`config.mk`:
```
export PLATFORM = sky130hd
export DESIGN_NAME = branch_skip_bitop_exec
export DESIGN_NICKNAME = d
export VERILOG_FILES = /design/src/rtl/exec_alu.v /design/src/rtl/branch_skip_bitop_exec.v
export VERILOG_INCLUDE_DIRS = /design/src /design/src/rtl
export SDC_FILE = /design/constraint.sdc
export NUM_CORES = 1
export LEC_CHECK = 0
export BUFFER_PORTS_ARGS = -buffer_cell sky130_fd_sc_hd__clkbuf_2
export CAP_MARGIN = 20
export CELL_PAD_IN_SITES_DETAIL_PLACEMENT = 0
export CELL_PAD_IN_SITES_GLOBAL_PLACEMENT = 1
export CORE_MARGIN = 2
export CORE_UTILIZATION = 54
export CTS_CLUSTER_SIZE = 28
export DETAILED_ROUTE_END_ITERATION = 8
export PLACE_DENSITY = 0.87
export SLEW_MARGIN = 20
export SYNTH_ARGS = -nofsm -noshare
export SYNTH_HDL_FRONTEND = slang
export SYNTH_SLANG_ARGS = --single-unit
export TNS_END_PERCENT = 1
```
`constraint.sdc`:
```
create_clock -name clock -period 9.35 [get_ports clock]
set_input_delay 0.935 -clock clock [delete_from_list [all_inputs] [get_ports clock]]
set_output_delay 0.935 -clock clock [all_outputs]
set_load 0.01 [all_outputs]
```
`src/rtl/exec_regs.vh`:
```
/*
 Constants for the branch, skip and bit-operation execution unit:
 operation codes, status flag positions, reset values and cycle counts.
 Assumes inclusion by bare name from the design files.
*/
`ifndef EXEC_REGS_VH
`define EXEC_REGS_VH
// Operation codes
`define OP_W 6
`define OP_TEST 6'h00
`define OP_ZERO 6'h01
`define OP_ONES 6'h02
`define OP_REL_JUMP 6'h03
`define OP_PTR_JUMP 6'h04
`define OP_REL_CALL 6'h05
`define OP_PTR_CALL 6'h06
`define OP_SUB_RETURN 6'h07
`define OP_IRQ_RETURN 6'h08
`define OP_CMP_SKIP_EQ 6'h09
`define OP_CMP 6'h0a
`define OP_CMP_CARRY 6'h0b
`define OP_CMP_IMM 6'h0c
`define OP_SKIP_REGBIT_CLR 6'h0d
`define OP_SKIP_REGBIT_SET 6'h0e
`define OP_SKIP_IOBIT_CLR 6'h0f
`define OP_SKIP_IOBIT_SET 6'h10
`define OP_BRANCH_FLAG_SET 6'h11
`define OP_BRANCH_FLAG_CLR 6'h12
`define OP_BRANCH_EQ 6'h13
`define OP_BRANCH_NE 6'h14
`define OP_BRANCH_CARRY_SET 6'h15
`define OP_BRANCH_CARRY_CLR 6'h16
`define OP_BRANCH_SAME_HIGHER 6'h17
`define OP_BRANCH_LOWER 6'h18
`define OP_BRANCH_MINUS 6'h19
`define OP_BRANCH_PLUS 6'h1a
`define OP_BRANCH_GE_SIGNED 6'h1b
`define OP_BRANCH_LT_SIGNED 6'h1c
`define OP_BRANCH_HALFCARRY_SET 6'h1d
`define OP_BRANCH_HALFCARRY_CLR 6'h1e
`define OP_BRANCH_TBIT_SET 6'h1f
`define OP_BRANCH_TBIT_CLR 6'h20
`define OP_BRANCH_OVF_SET 6'h21
`define OP_BRANCH_OVF_CLR 6'h22
`define OP_BRANCH_IRQ_ON 6'h23
`define OP_BRANCH_IRQ_OFF 6'h24
`define OP_SET_IOBIT 6'h25
`define OP_CLEAR_IOBIT 6'h26
`define OP_SHIFT_LEFT 6'h27
`define OP_SHIFT_RIGHT 6'h28
`define OP_ROTATE_LEFT_CARRY 6'h29
// Status flag positions
`define FLAG_C 0
`define FLAG_Z 1
`define FLAG_N 2
`define FLAG_V 3
`define FLAG_S 4
`define FLAG_H 5
`define FLAG_T 6
`define FLAG_I 7
// Reset values and the value the set operation loads
`define PC_RESET 16'h0000
`define FLAGS_RESET 8'h00
`define SP_RESET 4'h0
`define ONES_VALUE 8'hff
// Cycle counts
`define CYC_ONE 2'h1
`define CYC_JUMP 2'h2
`define CYC_CALL 2'h3
`define CYC_RETURN 3'h4
`define CYC_SKIP1 2'h2
`define CYC_SKIP2 2'h3
`define CYC_BRANCH_TAKEN 2'h2
`define CYC_IOBIT 2'h2
// Return stack
`define STACK_AW 4
`define STACK_DEPTH 16
`endif

```
`src/rtl/exec_alu.v`:
```
/*
 Result and flag values for the register test, clear, set, compare
 and shift operations. Purely combinational.
 Assumes the caller selects which flags it keeps.
*/
`default_nettype none
`include "exec_regs.vh"
module exec_alu (
  // Operation and operands
  input wire [`OP_W-1:0] op,
  input wire [7:0] a,
  input wire [7:0] b,
  input wire carry_in,
  input wire zero_in,
  // Results
  output reg [7:0] result,
  output reg flag_c,
  output reg flag_z,
  output reg flag_n,
  output reg flag_v,
  output reg flag_h
);
  reg [8:0] diff;
  always @*
  begin
    diff = {1'b0, a} - {1'b0, b} - {8'h00, (op == `OP_CMP_CARRY) & carry_in};
    result = 8'h00;
    flag_c = carry_in;
    flag_h = 1'b0;
    flag_v = 1'b0;
    case (op)
      `OP_TEST: result = a & a;
      `OP_ZERO: result = a ^ a;
      `OP_ONES: result = `ONES_VALUE;
      `OP_CMP, `OP_CMP_CARRY, `OP_CMP_IMM:
      begin
        result = diff[7:0];
        flag_c = diff[8];
        flag_h = (~a[3] & b[3]) | (b[3] & diff[3]) | (diff[3] & ~a[3]);
        flag_v = (a[7] & ~b[7] & ~diff[7]) | (~a[7] & b[7] & diff[7]);
      end
      `OP_SHIFT_LEFT:
      begin
        result = {a[6:0], 1'b0};
        flag_c = a[7];
      end
      `OP_SHIFT_RIGHT:
      begin
        result = {1'b0, a[7:1]};
        flag_c = a[0];
      end
      `OP_ROTATE_LEFT_CARRY:
      begin
        result = {a[6:0], carry_in};
        flag_c = a[7];
      end
      default: result = 8'h00;
    endcase
    flag_n = result[7];
    if (op == `OP_SHIFT_LEFT || op == `OP_SHIFT_RIGHT || op == `OP_ROTATE_LEFT_CARRY)
      flag_v = result[7] ^ flag_c;
    flag_z = (result == 8'h00) & ((op != `OP_CMP_CARRY) | zero_in);
  end
endmodule // exec_alu
`default_nettype wire

```
`src/rtl/branch_skip_bitop_exec.v`:
```
/*
 Execution unit for register test/clear/set, jumps, calls, returns,
 compare and skip, flag branches, I/O bit set/clear and left/right shifts.
 Assumes the fetch stage presents one decoded operation with its operands,
 all on the same clock, and holds it until op_ready.
*/
// What this block does
// - Test ANDs, clear XORs register with itself updating Z,N,V; set loads 0xff; 1 cycle.
// - Relative jump to PC+k+1, pointer jump to Z; 2 cycles, flags kept.
// - Relative call to PC+k+1, pointer call to Z; push return; 3 cycles.
// - Compare-skip-equal skips next when equal; PC+2 or +3; 1/2/3 cycles.
// - Compares subtract without storing, update Z,N,V,C,H; carry form subtracts C; 1 cycle.
// - Register bit skips test chosen bit, skip on match; 1/2/3 cycles, flags kept.
// - I/O bit skips test addressed I/O bit, skip on match; 1/2/3 cycles.
// - Generic flag branches test chosen status bit; taken to PC+k+1; 1 or 2 cycles.
// - Carry-set and lower branch on C=1; carry-clear and same-higher on C=0.
// - Signed branches use N xor V; ge when 0, lt when 1; 1 or 2 cycles.
// - Half-carry branches taken on H set or clear; relative target; 1 or 2 cycles.
// - T branches taken on T set or clear; 1 or 2 cycles; flags kept.
// - Overflow branches taken on V set or clear; 1 or 2 cycles; flags kept.
// - Interrupt-state branches taken on I one or zero; 1 or 2 cycles.
// - I/O bit set and clear force the addressed bit; 2 cycles; flags kept.
// - Rotate left loads bit 0 from carry, old bit 7 to carry; Z,C,N,V; 1 cycle.
`default_nettype none
`include "exec_regs.vh"
module branch_skip_bitop_exec (
  // Clock and reset
  input wire clock,
  input wire rst,
  // Operation request
  input wire op_valid,
  output wire op_ready,
  input wire [`OP_W-1:0] op_code,
  input wire [7:0] rd_value,
  input wire [7:0] rr_value,
  input wire [7:0] imm_value,
  input wire [2:0] bit_sel,
  input wire [11:0] rel_offset,
  input wire [15:0] z_pointer,
  input wire next_two_word,
  // I/O register access
  input wire [4:0] io_addr,
  input wire [7:0] io_rdata,
  output reg io_we,
  output reg [4:0] io_waddr,
  output reg [7:0] io_wdata,
  // Register write-back
  output reg reg_we,
  output reg [7:0] reg_wdata,
  // Core state
  output reg [15:0] pc,
  output reg [7:0] status_flags_register
);
  reg [15:0] pc_q;
  reg [15:0] pc_d;
  reg [7:0] flags_q;
  reg [7:0] flags_d;
  reg [2:0] wait_q;
  reg [2:0] wait_d;
  reg [`STACK_AW-1:0] sp_q;
  reg [`STACK_AW-1:0] sp_d;
  // Return stack, no reset; a return before any call gives unknown pc
  reg [15:0] stack_mem [0:`STACK_DEPTH-1];
  reg push;
  reg reg_we_d;
  reg [7:0] reg_wdata_d;
  reg io_we_d;
  reg [7:0] io_wdata_d;
  reg take;
  reg [2:0] cyc;
  wire [7:0] alu_result;
  wire alu_c;
  wire alu_z;
  wire alu_n;
  wire alu_v;
  wire alu_h;
  wire accept;
  wire [15:0] pc_next;
  wire [15:0] pc_rel;
  wire [15:0] top_of_stack;
  wire [7:0] alu_b;

  // Relative target: PC plus signed offset plus one
  function [15:0] rel_target;
    input [15:0] base;
    input [11:0] k;
    begin
      rel_target = base + {{4{k[11]}}, k} + 16'h0001;
    end
  endfunction

  // Skip length and cycle count for a taken or untaken skip
  function [18:0] skip_outcome;
    input [15:0] base;
    input hit;
    input two_word;
    begin
      if (!hit)
        skip_outcome = {1'b0, `CYC_ONE, base + 16'h0001};
      else if (two_word)
        skip_outcome = {1'b0, `CYC_SKIP2, base + 16'h0003};
      else
        skip_outcome = {1'b0, `CYC_SKIP1, base + 16'h0002};
    end
  endfunction

  // Ready while no multi-cycle operation counts down
  assign op_ready = (wait_q == 3'h0);
  assign accept = op_valid & op_ready;
  assign pc_next = pc_q + 16'h0001;
  assign pc_rel = rel_target(pc_q, rel_offset);
  assign top_of_stack = stack_mem[sp_q - 4'h1];
  // Operand b: immediate only for compare-immediate
  assign alu_b = (op_code == `OP_CMP_IMM) ? imm_value : rr_value;

  // Shared result and flag logic
  exec_alu u_alu (
    .op(op_code),
    .a(rd_value),
    .b(alu_b),
    .carry_in(flags_q[`FLAG_C]),
    .zero_in(flags_q[`FLAG_Z]),
    .result(alu_result),
    .flag_c(alu_c),
    .flag_z(alu_z),
    .flag_n(alu_n),
    .flag_v(alu_v),
    .flag_h(alu_h)
  );

  // Next-state decode for the operation on the bus
  always @*
  begin
    pc_d = pc_next;
    flags_d = flags_q;
    sp_d = sp_q;
    push = 1'b0;
    reg_we_d = 1'b0;
    reg_wdata_d = alu_result;
    io_we_d = 1'b0;
    io_wdata_d = io_rdata;
    take = 1'b0;
    cyc = {1'b0, `CYC_ONE};
    case (op_code)
      `OP_TEST, `OP_ZERO:
      begin
        reg_we_d = (op_code == `OP_ZERO);
        flags_d[`FLAG_Z] = alu_z;
        flags_d[`FLAG_N] = alu_n;
        flags_d[`FLAG_V] = alu_v;
      end
      `OP_ONES: reg_we_d = 1'b1;
      `OP_REL_JUMP, `OP_PTR_JUMP:
      begin
        pc_d = (op_code == `OP_REL_JUMP) ? pc_rel : z_pointer;
        cyc = {1'b0, `CYC_JUMP};
      end
      `OP_REL_CALL, `OP_PTR_CALL:
      begin
        pc_d = (op_code == `OP_REL_CALL) ? pc_rel : z_pointer;
        push = 1'b1;
        sp_d = sp_q + 4'h1;
        cyc = {1'b0, `CYC_CALL};
      end
      `OP_SUB_RETURN, `OP_IRQ_RETURN:
      begin
        pc_d = top_of_stack;
        sp_d = sp_q - 4'h1;
        cyc = `CYC_RETURN;
        if (op_code == `OP_IRQ_RETURN)
          flags_d[`FLAG_I] = 1'b1;
      end
      `OP_CMP_SKIP_EQ:
        {cyc, pc_d} = skip_outcome(pc_q, rd_value == rr_value, next_two_word);
      `OP_CMP, `OP_CMP_CARRY, `OP_CMP_IMM:
      begin
        flags_d[`FLAG_Z] = alu_z;
        flags_d[`FLAG_N] = alu_n;
        flags_d[`FLAG_V] = alu_v;
        flags_d[`FLAG_C] = alu_c;
        flags_d[`FLAG_H] = alu_h;
      end
      `OP_SKIP_REGBIT_CLR, `OP_SKIP_REGBIT_SET:
        {cyc, pc_d} = skip_outcome(pc_q, rr_value[bit_sel] == (op_code == `OP_SKIP_REGBIT_SET),
          next_two_word);
      `OP_SKIP_IOBIT_CLR, `OP_SKIP_IOBIT_SET:
        {cyc, pc_d} = skip_outcome(pc_q, io_rdata[bit_sel] == (op_code == `OP_SKIP_IOBIT_SET),
          next_two_word);
      // Conditional branches decide take only; target and length follow the case
      `OP_BRANCH_FLAG_SET: take = flags_q[bit_sel];
      `OP_BRANCH_FLAG_CLR: take = ~flags_q[bit_sel];
      `OP_BRANCH_EQ: take = flags_q[`FLAG_Z];
      `OP_BRANCH_NE: take = ~flags_q[`FLAG_Z];
      `OP_BRANCH_MINUS: take = flags_q[`FLAG_N];
      `OP_BRANCH_PLUS: take = ~flags_q[`FLAG_N];
      `OP_BRANCH_CARRY_SET, `OP_BRANCH_LOWER: take = flags_q[`FLAG_C];
      `OP_BRANCH_CARRY_CLR, `OP_BRANCH_SAME_HIGHER: take = ~flags_q[`FLAG_C];
      `OP_BRANCH_GE_SIGNED: take = ~(flags_q[`FLAG_N] ^ flags_q[`FLAG_V]);
      `OP_BRANCH_LT_SIGNED: take = flags_q[`FLAG_N] ^ flags_q[`FLAG_V];
      `OP_BRANCH_HALFCARRY_SET: take = flags_q[`FLAG_H];
      `OP_BRANCH_HALFCARRY_CLR: take = ~flags_q[`FLAG_H];
      `OP_BRANCH_TBIT_SET: take = flags_q[`FLAG_T];
      `OP_BRANCH_TBIT_CLR: take = ~flags_q[`FLAG_T];
      `OP_BRANCH_OVF_SET: take = flags_q[`FLAG_V];
      `OP_BRANCH_OVF_CLR: take = ~flags_q[`FLAG_V];
      `OP_BRANCH_IRQ_ON: take = flags_q[`FLAG_I];
      `OP_BRANCH_IRQ_OFF: take = ~flags_q[`FLAG_I];
      `OP_SET_IOBIT, `OP_CLEAR_IOBIT:
      begin
        io_we_d = 1'b1;
        io_wdata_d[bit_sel] = (op_code == `OP_SET_IOBIT);
        cyc = {1'b0, `CYC_IOBIT};
      end
      `OP_SHIFT_LEFT, `OP_SHIFT_RIGHT, `OP_ROTATE_LEFT_CARRY:
      begin
        reg_we_d = 1'b1;
        flags_d[`FLAG_Z] = alu_z;
        flags_d[`FLAG_C] = alu_c;
        flags_d[`FLAG_N] = alu_n;
        flags_d[`FLAG_V] = alu_v;
      end
      // Undefined codes only advance the pc
      default: pc_d = pc_next;
    endcase
    // Conditional branch: taken costs one extra cycle
    if (take)
    begin
      pc_d = pc_rel;
      cyc = {1'b0, `CYC_BRANCH_TAKEN};
    end
    // Ready again cyc-1 clocks after the taking edge
    wait_d = cyc - 3'h1;
  end

  // Return address stack
  // Held off in reset so a waiting request cannot write an entry
  always @(posedge clock)
  begin
    if (accept && push && !rst)
      stack_mem[sp_q] <= pc_next;
  end

  // State and registered outputs; a taken operation loads them, otherwise pulses drop and the wait counter runs down
  always @(posedge clock or posedge rst)
  begin
    if (rst)
    begin
      pc_q <= `PC_RESET;
      flags_q <= `FLAGS_RESET;
      sp_q <= `SP_RESET;
      wait_q <= 3'h0;
      reg_we <= 1'b0;
      reg_wdata <= 8'h00;
      io_we <= 1'b0;
      io_waddr <= 5'h00;
      io_wdata <= 8'h00;
    end
    else if (accept)
    begin
      pc_q <= pc_d;
      flags_q <= flags_d;
      sp_q <= sp_d;
      wait_q <= wait_d;
      reg_we <= reg_we_d;
      reg_wdata <= reg_wdata_d;
      io_we <= io_we_d;
      io_waddr <= io_addr;
      io_wdata <= io_wdata_d;
    end
    else
    begin
      // Pulses drop, wait counter runs down
      reg_we <= 1'b0;
      io_we <= 1'b0;
      if (wait_q != 3'h0)
        wait_q <= wait_q - 3'h1;
    end
  end

  // Port copies of the state registers
  always @*
  begin
    pc = pc_q;
    status_flags_register = flags_q;
  end
endmodule // branch_skip_bitop_exec
`default_nettype wire

```
# Word-level counts from Yosys, hierarchy flattened
# Memory sizes are Yosys's and may differ from the RTL's.
# Cells that the tools add are included.
# classes
n_lt_le_gt_ge,2
addsub,11
mux,36
n_reduce_logical,32
n_eq_ne,44
n_bitwise,30
# ops
operator,n
$pmux W16 S6,1
$eq A6 B5 Y1 const B,15
$eq A6 B6 Y1 const B,10
$mux W19,3
$pmux W8 S7,1
$eq A6 B4 Y1 const B,8
$mux W16,3
$add A16 B1 Y16 const B,2
$add A16 B2 Y16 const B,2
$eq A6 B3 Y1 const B,4
$reduce_or A2 Y1,10
$pmux W3 S6,1
$mux W17,1
$pmux W1 S17,1
$add A16 B16 Y16,1
$mux W8,2
$eq A6 B2 Y1 const B,2
$mux W1,12
$not A1 Y1,12
$and A1 B1 Y1,10
$bmux W1 S3,3
$mux W3,3
$sub A8 B8 Y9,1
$sub A9 B1 Y9,1
32 further kinds,46
# totals
wordCells,168
inputBits,78
output_inout_bits,48
mem_bits_rw,256
ff_bits,52
memories,1
# memory_table
name,depth,word_bits,read_ports,rd_clocked_by_memory_dff,write_ports,line_no,source
stack_mem,16,16,1,0,1,branch_skip_bitop_exec.v:63,reg [15:0] stack_mem [0:`STACK_DEPTH-1];

# Longest topological paths before layout
# logic_depth
depth_word,9
mapped_depth,17
depth_no_buf,16

# Hierarchy
# Synthesis repeated with hierarchy kept, for this count alone.
# hier_totals
hier_cells,1200
hier_area_um2,16029.1
# modules_own_cells
mod,seq_area_each_um2,area_each_um2,cells_per_inst,instances
branch_skip_bitop_exec,8988.6,15061.9,1067,1
exec_alu,0.0,967.2,133,1

# Worst setup path before layout
# Ideal clock, no wire load.
# synth_path
path_type,input port to flip-flop
start,input port op_code[5]
end,"register flags_q[3], in the netlist status_flags_register[3]"
required_time_ps,9210
setup_ps,140
arrival_ps,4093
setup_slack_ps,5117
stages,16
n_path_buf,1
cell_sequence,or2_2 > clkbuf_1 > nor2_1 > nand2_1 > mux2_2 > fa_1 > fa_1 > nand2_1 > a21o_1 > a21o_1 > a21oi_1 > o211a_1 > xnor2_1 > o21ai_0 > xor2_1 > o31ai_1
# synth_between
elab_chain_cells,9
elab_cells_between_ends,31
cone_classes,add/sub: 2; eq/ne: 8; mux: 5; bitwise: 9; reduce/logical: 7
# synth_lines
item,line_no,source
"start, declared",branch_skip_bitop_exec.v:33,"input wire [`OP_W-1:0] op_code,"
$eq A6 B4 Y1,"exec_alu.v:31, branch_skip_bitop_exec.v:144",
$mux W8,branch_skip_bitop_exec.v:114,assign alu_b = (op_code == `OP_CMP_IMM) ? imm_value : rr_value;
$sub A8 B8 Y9,exec_alu.v:26,"diff = {1'b0, a} - {1'b0, b} - {8'h00, (op == `OP_CMP_CARRY) & carry_in};"
$sub A9 B1 Y9,exec_alu.v:26,
$not A1 Y1,exec_alu.v:40,flag_v = (a[7] & ~b[7] & ~diff[7]) | (~a[7] & b[7] & diff[7]);
$and A1 B1 Y1,exec_alu.v:40,
$or A1 B1 Y1,exec_alu.v:40,
$mux W1,exec_alu.v:31,case (op)
$mux W1,exec_alu.v:60,if (op == `OP_SHIFT_LEFT || op == `OP_SHIFT_RIGHT || op == `OP_ROTATE_LEFT_CARRY)
"end signal, assigned",branch_skip_bitop_exec.v:249,flags_q <= `FLAGS_RESET;
"end signal, assigned",branch_skip_bitop_exec.v:261,flags_q <= flags_d;
"end, declared",branch_skip_bitop_exec.v:56,reg [7:0] flags_q;
# Parallel ways exist; a longest one is shown, timed or not.
# A chain may end at the register's enable or synchronous reset.

# Final worst setup path
# Ends and elaborated chain as after synthesis.

==> flow_summary.toml <==
[run_status]
status = "complete, no violations"

[synth]
syn_area_per_cell_um2 = 12.9
synthFlopType = "edfxtp_1"
synthArstFlopShare_pct = 16.9
synth_seq_cells = 308
netlist_instances = 1233
yosys_warnings = 0
yosys.cell_types.count = 73
netlist_area_um2 = 15900
yosysSeqAreaShare_pct = 56.7
synth_edf_count = 256

[die]
ios = 126
fp.dieW_um = 175
rows = 62
initial_core_util_pct = 55.1
core_area_um2 = 28800
dieHeight_um = 175
fp.dieArea_um2 = 30700

[sta]
min_period_over_period_pct = 48.3
hold_slack_ns = 0.295
fmax_mhz = 221
tns_ns = 0
setup_viol = 0
finClkSkew_ns = 0.0111
rsz0062_at_grt = "false"
slew_viol_final = 0
tightest_slew_ns = 1.00
min_period_ns = 4.52
max_slew_margin_pct = 32.5
timing.final.hold_violations = 0

[critical_path]
endpoint = "status_flags_register[3]$_DFFE_PP0P_"
slowest_delay_ns = 0.54
worstPathArrival_ns = 5.00
cp-startpoint = "op_code[5]"
worstPathRequired_ns = 9.83
timing.rr.start = "sp_q[0]$_DFFE_PP0P_"
path_cells = "clkbuf_2 > or2_2 > nor2_1 > nand2_1 > mux2_2 > fa_1 > inv_1 > ha_1 > o21ai_0 > a31oi_1 > o21ai_0 > nand2_1 > o211ai_1 > a21oi_1 > xor2_1 > o31ai_1"
path_class = "in -> reg"
slowest_stage = "fa_1"
start_kind = "input pin"
ff2ff_path_depth = 11
worst_setup_path_end_kind = "register"
cp_max_fo = 15
r2r_setup_slack_ns = 4.93
timing.rr.end = "pc[4]$_DFFE_PP0P_"

[final_layout]
diodes = 0
fin_area_um2 = 18100
multi_input_area_um2 = 6480
area_growth_pct = 13.9
regArea_um2 = 8990
final_cells = 1757
nNetsFinal = 1470
num-fill-cells = 2161
drive_above_1_share_pct = 22.8

[detailed_routing]
viasPerCell = 6.31
drt-total-wl_um = 41400
drc = 0
drt_first_pass_iters = 6
antenna_left = 0
wl_per_cell_um = 23.6
vias = 11100
first_iter_violations = 1420

[global_routing]
antenna_found_initial = 0
grt_pass1_vias = 10900
grt_max_degree = 55
grt_util_all_layers_pct = 27.3
grt_first_pass_wirelength_um = 63900
grt_overflow = 0

[placed_design]
dpl.hpwl_um = 26800
io_buffer_count = 123
globalplace.congestion = 0.910
dpl-instance-area_um2 = 16900
place_inst = 1701

[clock_network]
cts-resized-gates = 0
cts_buffers = 31
clk_latency_ns = 0.58
h-tree-depth = 1
clk_pin_slew_ns = 0.07
tritoncts = "done"
postCtsSetupBuffers = 0
ctsLongestPathBuffers = 3
postCtsHoldBufs = 0
clockRootBuffer = "clkbuf_16"
cts_sinks = 308

[pwr]
p_per_area_nw_per_um2 = 279
ir_worst_vdd_mv = 0.208
p_leak_nw = 6.71

[min_path]
hp-class = "in -> async"

[flow_run]
cap_violations = 0
[power breakdown]
part | leakage [nW] | switching, W | internal (W)
combinational | 3.18 | 0.00106 | 0.000750
clock | 0.516 | 0.000539 | 0.000773
sequential | 3.01 | 0.000173 | 0.00173
[worst min path at each step]
stage / from / end / slack (ns) / cells after the start
final: rst / reg_we$_DFF_PP0_ / 0.30 / 2
after global routing: rst / reg_we$_DFF_PP0_ / 0.30 / 2
after floorplan: io_waddr[0]$_DFFE_PP0P_ / io_waddr[0]$_DFFE_PP0P_ / 0.51 / 2
after global placement: io_waddr[3]$_DFFE_PP0P_ / io_waddr[3]$_DFFE_PP0P_ / 0.46 / 2
after CTS: rst / reg_we$_DFF_PP0_ / 0.28 / 2
after detailed placement: io_waddr[3]$_DFFE_PP0P_ / io_waddr[3]$_DFFE_PP0P_ / 0.47 / 2
[through the flow]
| step | setup WS (ns) | power, W | util [%] |
|---|---|---|---|
| floorplan | 5.12 | 0.00314 | - |
| global placement | 4.41 | 0.00365 | 58.8 |
| detailed placement | 4.31 | 0.00369 | 58.8 |
| CTS | 4.87 | 0.00503 | 62.5 |
| global route | 4.48 | 0.00527 | 62.7 |
| finish | 4.83 | 0.00503 | 62.7 |
[sequential cells by signal (all words and copies together), names as in the netlist]
signal / cells
stack_mem: 256
io_wdata: 8
reg_we: 1
io_we: 1
status_flags_register: 6
wait_q: 3
reg_wdata: 8
sp_q: 4
io_waddr: 5
pc: 16
[cell usage in the layout (no fill, tap or decap), types with 9 or more instances in the layout]
master     count
nand2_1      100
a22oi_1       10
mux4_2        66
nand3_1       15
clkbuf_2     123
nor2_1        94
o21ai_0       43
and3_1        11
dfrtp_1       51
inv_1         47
a221o_1        9
a221oi_1      11
a21oi_1       61
xor2_1        14
nor3_1        20
ha_1          38
xnor2_1       36
clkbuf_16     31
edfxtp_1     256
nand2b_1      13
mux2i_1       30
a211oi_1      20
mux2_2        11
nor2b_1       34
buf_4         31
[logic make-up after synthesis]
logic type               count (synthesis)  synth area share [%]
other                                    1                0.0237
AND/OR/NAND/NOR                        338                  10.1
XOR/XNOR                                60                  3.32
adder cells (fa/ha/maj)                 42                  3.46
buffers and inverters                  120                  3.10
AO/OA/AOI/OAI                          255                  11.1
flip-flops                             308                  56.7
multiplexers                           109                  12.2
[synth_stat cells, types with 6 or more instances]
cell	number	share of area (%)
mux2i_1	30	1.9
a221oi_1	11	0.61
nor2b_1	34	1.3
xnor2_1	40	2.2
nor4_1	6	0.24
a21o_1	7	0.33
a31oi_1	8	0.32
a22oi_1	10	0.47
nand4_1	8	0.32
mux4_2	66	9.4
xor2_1	20	1.1
a211o_1	7	0.39
nand2_1	101	2.4
buf_1	6	0.14
and3_1	11	0.43
or2_2	7	0.28
o21ai_0	43	1.4
inv_1	48	1.1
a211oi_1	20	0.95
edfxtp_1	256	48
nand3_1	15	0.47
a222oi_1	7	0.44
buf_2	9	0.28
nor3_1	25	0.79
nand2b_1	13	0.51
a22o_1	8	0.44
a221o_1	9	0.57
o31ai_1	7	0.33
mux2_2	11	0.78
dfrtp_1	52	8.2
clkbuf_1	50	1.2
o211ai_1	7	0.33
o21ai_1	8	0.25
nor2_1	94	2.2
ha_1	39	3.1
a21oi_1	61	1.9
nand3b_1	6	0.28
[critical path: cells and delay by family]
| kind | cells | cell delay [ns] |
|---|---|---|
| simple gates | 4 | 1.19 |
| fa+ha+maj | 2 | 0.70 |
| compound gates | 6 | 1.28 |
| xor+xnor | 1 | 0.19 |
| buf+inv | 2 | 0.28 |
| mux | 1 | 0.40 |
[final cells by class]
class                      count  area share (%)
multi-input combinational    806            35.9
clock inverter                22            1.55
inverter                      49            1.02
tap                          384            2.66
sequential                   308            49.8
timing repair buffer         154            4.70
clock buffer                  34            4.36
[routing by layer]
layer	vias to the layer above	wire length [um]	global-route usage (%)
li1	4944	-	-
met1	5414	17000	38.5
met2	632	19300	43.3
met3	95	3690	4.55
met4	0	1400	9.65
met5	-	0	0
Note: power is estimated with default switching activity, not from simulation.
